File: src/hdl/scr_pkg.sv
// Constants for the speaker and measurement converter configuration bank
package scr_pkg;
    // ==========================================================
    // Register offsets
    localparam logic [15:0] SCR_OFS_SLEW    = 16'h209d;
    localparam logic [15:0] SCR_OFS_GAIN    = 16'h209e;
    localparam logic [15:0] SCR_OFS_BYPASS  = 16'h209f;
    localparam logic [15:0] SCR_OFS_ENABLES = 16'h20af;
    localparam logic [15:0] SCR_OFS_RATES   = 16'h20b0;
    localparam logic [15:0] SCR_OFS_FILTER  = 16'h20b1;
    // ==========================================================
    // Writable bit masks
    localparam logic [7:0] SCR_MSK_SLEW    = 8'hff;
    localparam logic [7:0] SCR_MSK_GAIN    = 8'h0f;
    localparam logic [7:0] SCR_MSK_BYPASS  = 8'h03;
    localparam logic [7:0] SCR_MSK_ENABLES = 8'h03;
    localparam logic [7:0] SCR_MSK_RATES   = 8'hff;
    localparam logic [7:0] SCR_MSK_FILTER  = 8'h1f;
    // ==========================================================
    // Reset values
    localparam logic [7:0] SCR_RST_SLEW    = 8'hfc;
    localparam logic [7:0] SCR_RST_GAIN    = 8'h00;
    localparam logic [7:0] SCR_RST_BYPASS  = 8'h00;
    localparam logic [7:0] SCR_RST_ENABLES = 8'h00;
    localparam logic [7:0] SCR_RST_RATES   = 8'h30;
    localparam logic [7:0] SCR_RST_FILTER  = 8'h00;
    // ==========================================================
    // Field positions
    localparam int SCR_POS_LS       = 4;
    localparam int SCR_POS_HS       = 0;
    localparam int SCR_POS_WIDE     = 1;
    localparam int SCR_POS_FLIP     = 0;
    localparam int SCR_POS_FB       = 1;
    localparam int SCR_POS_PATH     = 0;
    localparam int SCR_POS_HIGH_SR  = 6;
    localparam int SCR_POS_THERM_SR = 4;
    localparam int SCR_POS_PS_SR    = 2;
    localparam int SCR_POS_BAT_SR   = 0;
    localparam int SCR_POS_FILT_ON  = 4;
    localparam int SCR_POS_FILT_BW  = 0;
    // ==========================================================
    // Decode limits
    localparam logic [3:0] SCR_GAIN_MAX   = 4'ha;
    localparam logic [3:0] SCR_GAIN_HALF  = 4'h8;
    localparam logic [3:0] SCR_BW_ANY_MAX = 4'h2;
    localparam logic [3:0] SCR_BW_50K     = 4'h3;
    localparam logic [3:0] SCR_BW_150K    = 4'h4;
    localparam logic [1:0] SCR_SR_300K    = 2'h0;
    localparam logic [1:0] SCR_SR_150K    = 2'h1;
    // Gain in half-dB units for codes above the linear range
    localparam logic [4:0] SCR_GAIN_5DB   = 5'h0a;
    localparam logic [4:0] SCR_GAIN_6DB   = 5'h0c;
endpackage

File: src/hdl/scr_config_regs.sv
// Configuration register bank with field decode for the amplifier
`timescale 1ns/10ps
`default_nettype none
module scr_config_regs (
    input  wire logic        clk_in,
    input  wire logic        rst_n_in,
    input  wire logic [15:0] addr_in,
    input  wire logic        wr_en_in,
    input  wire logic [7:0]  wr_data_in,
    output logic      [7:0]  rd_data_out,
    input  wire logic        battery_mode_in,
    input  wire logic [3:0]  battery_high_side_switch_speed_in,
    output logic      [3:0]  low_side_switch_speed_out,
    output logic      [3:0]  power_stage_high_side_switch_speed_out,
    output logic      [3:0]  rise_speed_out,
    output logic      [4:0]  clip_gain_half_db_out,
    output logic             clip_gain_reserved_out,
    output logic             bypass_wide_filter_on_out,
    output logic             bypass_polarity_flip_out,
    input  wire logic [15:0] bypass_sample_in,
    output logic      [15:0] bypass_sample_out,
    output logic             path_feedback_output_on_out,
    output logic             speaker_path_on_out,
    output logic      [1:0]  high_rail_channel_rate_out,
    output logic      [1:0]  thermal_channel_rate_out,
    output logic      [1:0]  power_stage_channel_rate_out,
    output logic      [1:0]  battery_channel_rate_out,
    output logic             power_stage_channel_filter_on_out,
    output logic      [3:0]  power_stage_channel_filter_bandwidth_out,
    output logic             filter_setting_valid_out
);
    // ==========================================================
    // State
    typedef struct packed {
        logic [7:0]  slew;
        logic [7:0]  gain;
        logic [7:0]  bypass;
        logic [7:0]  enables;
        logic [7:0]  rates;
        logic [7:0]  filter;
        logic [15:0] byp_out;
    } scr_state_t;

    scr_state_t state_reg;
    scr_state_t state_next;

    logic [3:0] bw_code;
    logic [1:0] ps_rate;
    logic [3:0] gain_code;

    // ==========================================================
    // Next state
    always_comb begin
        state_next = state_reg;
        if (wr_en_in) begin
            // Masked so unused bits stay zero
            case (addr_in)
                scr_pkg::SCR_OFS_SLEW:
                    state_next.slew = wr_data_in & scr_pkg::SCR_MSK_SLEW;
                scr_pkg::SCR_OFS_GAIN:
                    state_next.gain = wr_data_in & scr_pkg::SCR_MSK_GAIN;
                scr_pkg::SCR_OFS_BYPASS:
                    state_next.bypass = wr_data_in & scr_pkg::SCR_MSK_BYPASS;
                scr_pkg::SCR_OFS_ENABLES:
                    state_next.enables = wr_data_in & scr_pkg::SCR_MSK_ENABLES;
                scr_pkg::SCR_OFS_RATES:
                    state_next.rates = wr_data_in & scr_pkg::SCR_MSK_RATES;
                scr_pkg::SCR_OFS_FILTER:
                    state_next.filter = wr_data_in & scr_pkg::SCR_MSK_FILTER;
                default: ;
            endcase
        end
        // Bypass data registered; negated when polarity flip is set
        if (state_reg.bypass[scr_pkg::SCR_POS_FLIP])
            state_next.byp_out = 16'(-bypass_sample_in);
        else
            state_next.byp_out = bypass_sample_in;
    end

    always_ff @(posedge clk_in or negedge rst_n_in) begin
        if (!rst_n_in) begin
            state_reg.slew    <= scr_pkg::SCR_RST_SLEW;
            state_reg.gain    <= scr_pkg::SCR_RST_GAIN;
            state_reg.bypass  <= scr_pkg::SCR_RST_BYPASS;
            state_reg.enables <= scr_pkg::SCR_RST_ENABLES;
            state_reg.rates   <= scr_pkg::SCR_RST_RATES;
            state_reg.filter  <= scr_pkg::SCR_RST_FILTER;
            state_reg.byp_out <= 16'h0000;
        end else begin
            state_reg <= state_next;
        end
    end

    // ==========================================================
    // Readback, unmapped addresses read zero
    always_comb begin
        case (addr_in)
            scr_pkg::SCR_OFS_SLEW:    rd_data_out = state_reg.slew;
            scr_pkg::SCR_OFS_GAIN:    rd_data_out = state_reg.gain;
            scr_pkg::SCR_OFS_BYPASS:  rd_data_out = state_reg.bypass;
            scr_pkg::SCR_OFS_ENABLES: rd_data_out = state_reg.enables;
            scr_pkg::SCR_OFS_RATES:   rd_data_out = state_reg.rates;
            scr_pkg::SCR_OFS_FILTER:  rd_data_out = state_reg.filter;
            default:                  rd_data_out = 8'h00;
        endcase
    end

    // ==========================================================
    // Field outputs
    // Speed codes pass raw: 0 slowest, all-ones fastest
    assign low_side_switch_speed_out =
        state_reg.slew[scr_pkg::SCR_POS_LS +: 4];
    assign power_stage_high_side_switch_speed_out =
        state_reg.slew[scr_pkg::SCR_POS_HS +: 4];
    // Rise edge follows whichever rail feeds the stage
    assign rise_speed_out = battery_mode_in ?
        battery_high_side_switch_speed_in :
        power_stage_high_side_switch_speed_out;

    assign gain_code = state_reg.gain[3:0];
    always_comb begin
        clip_gain_reserved_out = 1'b0;
        if (gain_code <= scr_pkg::SCR_GAIN_HALF)
            clip_gain_half_db_out = {1'b0, gain_code};
        else if (gain_code == scr_pkg::SCR_GAIN_HALF + 4'h1)
            clip_gain_half_db_out = scr_pkg::SCR_GAIN_5DB;
        else if (gain_code == scr_pkg::SCR_GAIN_MAX)
            clip_gain_half_db_out = scr_pkg::SCR_GAIN_6DB;
        else begin
            // Reserved codes fall back to unity gain
            clip_gain_half_db_out = 5'h00;
            clip_gain_reserved_out = 1'b1;
        end
    end

    assign bypass_wide_filter_on_out =
        state_reg.bypass[scr_pkg::SCR_POS_WIDE];
    assign bypass_polarity_flip_out =
        state_reg.bypass[scr_pkg::SCR_POS_FLIP];
    assign bypass_sample_out = state_reg.byp_out;
    assign path_feedback_output_on_out =
        state_reg.enables[scr_pkg::SCR_POS_FB];
    assign speaker_path_on_out =
        state_reg.enables[scr_pkg::SCR_POS_PATH];

    assign high_rail_channel_rate_out =
        state_reg.rates[scr_pkg::SCR_POS_HIGH_SR +: 2];
    assign thermal_channel_rate_out =
        state_reg.rates[scr_pkg::SCR_POS_THERM_SR +: 2];
    assign power_stage_channel_rate_out =
        state_reg.rates[scr_pkg::SCR_POS_PS_SR +: 2];
    assign battery_channel_rate_out =
        state_reg.rates[scr_pkg::SCR_POS_BAT_SR +: 2];

    assign power_stage_channel_filter_on_out =
        state_reg.filter[scr_pkg::SCR_POS_FILT_ON];
    assign bw_code = state_reg.filter[scr_pkg::SCR_POS_FILT_BW +: 4];
    assign power_stage_channel_filter_bandwidth_out = bw_code;
    assign ps_rate = power_stage_channel_rate_out;

    // Flags bandwidth codes that the present power stage channel rate can support
    always_comb begin
        if (bw_code <= scr_pkg::SCR_BW_ANY_MAX)
            filter_setting_valid_out = 1'b1;
        else if (bw_code == scr_pkg::SCR_BW_50K)
            filter_setting_valid_out = (ps_rate == scr_pkg::SCR_SR_300K) ||
                (ps_rate == scr_pkg::SCR_SR_150K);
        else if (bw_code == scr_pkg::SCR_BW_150K)
            filter_setting_valid_out =
                (ps_rate == scr_pkg::SCR_SR_300K);
        else
            filter_setting_valid_out = 1'b0;
    end
endmodule // scr_config_regs
`default_nettype wire

File: config.mk
export PLATFORM = sky130hd
export DESIGN_NAME = scr_config_regs
export DESIGN_NICKNAME = d
export VERILOG_FILES = /design/src/hdl/scr_pkg.sv /design/src/hdl/scr_config_regs.sv
export SDC_FILE = /design/constraint.sdc
export NUM_CORES = 1
export LEC_CHECK = 0
export BUFFER_PORTS_ARGS = -buffer_cell sky130_fd_sc_hd__buf_4
export CORE_MARGIN = 8
export CORE_UTILIZATION = 34
export DETAILED_ROUTE_END_ITERATION = 10
export GPL_TIMING_DRIVEN = 0
export PLACE_DENSITY_LB_ADDON = 0.25
export SYNTH_ARGS = -nofsm -noshare
export SYNTH_HDL_FRONTEND = slang
export SYNTH_SLANG_ARGS = --single-unit
File: constraint.sdc
create_clock -name clk_in -period 1.73 [get_ports clk_in]
set_input_delay 0.173 -clock clk_in [delete_from_list [all_inputs] [get_ports clk_in]]
set_output_delay 0.173 -clock clk_in [all_outputs]
set_load 0.02 [all_outputs]
==> run metrics <==
minimum clock period after layout=1.68 ns; initial antenna violation count=0; worst-path maximum fanout=2; Detailed Route Iter0 Violations=85; drt drc=0; GRT Total Usage=14.2%; grt ovf=0; initial core utilization=34.7%; io pins=108; clock buffer count from CTS=5; Worst slew margin=57.1%; TritonCTS Sinks=45; clk_skew=0.00178 ns; final hold violations=0; Final Power=2.18 mW; clock slew at reported path FFs=0.10 ns; CP arrival=1.51 ns; total die area=0.00976 mm²; final setup fails=0; ANT cells=0; WL/cell=17.5 µm; Final ANT Viol Nets=0; Synthesized Nets=248; crit path launch type=register; Cell Pwr Density=632 mW/mm²; Clock Root Buffer=clkbuf_8; via count=2,013; Worst Path Class, Setup=reg2out; outcome=complete, no violations; Max VDD drop=380 µV; Syn. warnings=0; Post-Route WL=6.95 mm; fin crit share=97.0%; first-pass GRT wire length=11.0 mm; Setup crit end kind=output pin; Die X=98.8 µm; commonest non-fill, non-tap cell in the layout=buf_4; fmax=596 MHz; Layout area overhead=48.2%; leak pwr=1.71 nW; # nets final=365; final non-filler cell total=397; CP required=1.56 ns; Pre-antenna DRT Iters=4; number of global-route vias before repair=2,106; Setup TNS Final=0 ns; share of layout cells above drive strength 1=56.2%; Inst Count DP=384; H-tree depth=2; CTS tree=yes; die height=98.8 µm; max_cap viols=0; syn_area_per_cell=11.7 µm²; worst-case clock buffer depth=2; Worst Max-Slew Pin Slew=0.637 ns; sequential share of the synthesized area=48.7%; Netlist Area Pre-Place=0.00233 mm²; synthesized flop and latch total=45; worst hold path class=in2reg; via density per instance=5.07; max-slew violation count=0; Clk Latency, worst-skew pair=0.30 ns; RSZ-0062 raised after global routing=true; hpwl dp=5.33 mm; Port-buffer cells=105; Site Rows=30; Core ar.=0.00672 mm²; largest net degree at the start of global routing=46; commonest non-fill, non-tap cells in the layout=112 x buf_4, 37 x dfrtp_1, 34 x mux2_2; Synth cell types=42; global placer's final weighted congestion=0.820; Post-Syn Instances=199
cell usage after synthesis, drive strengths merged:
| cell type | n | area [µm²] |
|---|---|---|
| or4 | 2 | 22.5 |
| nor3 | 2 | 15.0 |
| clkbuf | 4 | 15.0 |
| buf | 4 | 21.3 |
| mux2 | 34 | 383 |
| o41ai | 3 | 33.8 |
| or4b | 1 | 13.8 |
| nor2b | 2 | 12.5 |
| nand3 | 5 | 25.0 |
| o31ai | 3 | 22.5 |
| nand2 | 16 | 60.1 |
| conb | 1 | 3.75 |
| nor4bb | 2 | 20.0 |
| or2 | 1 | 6.26 |
| and2 | 1 | 6.26 |
| nor4b | 3 | 38.8 |
| nand2b | 1 | 6.26 |
| ha | 1 | 12.5 |
| dfstp | 8 | 210 |
| xor2 | 4 | 35.0 |
| xnor2 | 10 | 87.6 |
| a22o | 3 | 26.3 |
| nor3b | 3 | 22.5 |
| a22oi | 2 | 15.0 |
| o21ai | 9 | 45.0 |
| a21oi | 2 | 10.0 |
| o22a | 2 | 17.5 |
| and4 | 1 | 8.76 |
| and3 | 4 | 25.0 |
| mux2i | 7 | 70.1 |
| inv | 5 | 18.8 |
| dfrtp | 37 | 926 |
| or3 | 2 | 12.5 |
| nor2 | 6 | 22.5 |
| and3b | 2 | 17.5 |
| a2bb2oi | 2 | 17.5 |
| nand4 | 4 | 25.0 |
final cells by class:
| class | count | area [µm²] |
|---|---|---|
| fillers | 626 | 3260 |
| multi-input cells | 141 | 1210 |
| flip-flops and latches | 45 | 1140 |
| repair buffers | 113 | 853 |
| well taps | 80 | 100 |
| clock buffers | 5 | 68.8 |
| clock inverters | 3 | 46.3 |
| plain buffers | 5 | 25.0 |
| inverters | 5 | 18.8 |
metrics by stage:
| stage | setup slack [ns] | utilization [%] | hold WS, ns | cell area (µm²) |
|---|---|---|---|---|
| final | 0.0511 | 51.4 | 0.0444 | 3450 |
| after global routing | -0.0585 | 51.4 | 0.0444 | 3450 |
| after CTS | 0.0227 | 50.8 | 0.0384 | 3410 |
| after detailed placement | -0.440 | 48.0 | 0.218 | 3230 |
| after global placement | -0.442 | 48.0 | 0.217 | 3230 |
| after floorplan | -0.0244 | - | -0.123 | 2340 |
what timing repair did:
item	in CTS	in global routing
hold buffers	2	0
endpoints found under the setup margin	17	11
gates resized for setup	5	5
setup buffers	4	2
endpoints found under the hold margin	38	0
pin swaps	1	5
logic make-up (layout without fill, tap and decap cells):
| family | after synthesis | in the layout | share of synthesized area [%] |
|---|---|---|---|
| other cells | 1 | 1 | 0.161 |
| compound gates | 26 | 26 | 8.05 |
| simple gates | 58 | 58 | 15.5 |
| buf+inv | 13 | 131 | 2.36 |
| xor+xnor | 14 | 14 | 5.26 |
| mux | 41 | 41 | 19.4 |
| fa+ha+maj | 1 | 1 | 0.537 |
| flops | 45 | 45 | 48.7 |
report_power, final:
| part | leakage (nW) | switching (mW) | internal, mW | total (mW) |
|---|---|---|---|---|
| combinational | 1.09 | 0.144 | 0.141 | 0.284 |
| sequential | 0.562 | 0.00540 | 1.07 | 1.08 |
| clock | 0.0543 | 0.390 | 0.433 | 0.823 |
registers in the layout, summed over array words and instances, names as in the netlist:
register	flops
battery_channel_rate_out	2
bypass_polarity_flip_out	1
bypass_sample_out	16
bypass_wide_filter_on_out	1
gain_code	4
high_rail_channel_rate_out	2
low_side_switch_speed_out	4
path_feedback_output_on_out	1
power_stage_channel_filter_bandwidth_out	4
power_stage_channel_filter_on_out	1
power_stage_channel_rate_out	2
power_stage_high_side_switch_speed_out	4
speaker_path_on_out	1
thermal_channel_rate_out	2
routing by layer:
layer  global-route usage (%)  up-vias  part of all wire [%]
met1                     15.7      965                    38
met5                        0        -                     0
met4                     4.84        0                   1.6
li1                         -      962                     -
met3                     8.03        9                    13
met2                     22.6       77                    48
path summary, 6_finish.rpt:
check	startpoint	endpoint	slack, ns	cells after the start
max in group asynchronous	rst_n_in	bypass_polarity_flip_out$_DFFE_PN0P_	0.91	2
min in group asynchronous	rst_n_in	high_rail_channel_rate_out[0]$_DFFE_PN0P_	0.40	2
hold / removal	bypass_sample_in[15]	bypass_sample_out[15]$_DFF_PN0_	0.04	2
setup reg to reg	bypass_polarity_flip_out$_DFFE_PN0P_	bypass_sample_out[9]$_DFF_PN0_	0.36	3
setup / recovery	power_stage_channel_rate_out[1]$_DFFE_PN0P_	filter_setting_valid_out	0.05	5
hold reg to reg	power_stage_channel_filter_on_out$_DFFE_PN0P_	power_stage_channel_filter_on_out$_DFFE_PN0P_	0.55	1
critical path, stage by stage, from the launching register on:
cell	delay (ns)
dfrtp_1	0.39
or3_4	0.38
a21oi_2	0.13
nor2_1	0.05
nor2_1	0.10
buf_4	0.15
Power figures use the tool's default switching activity.
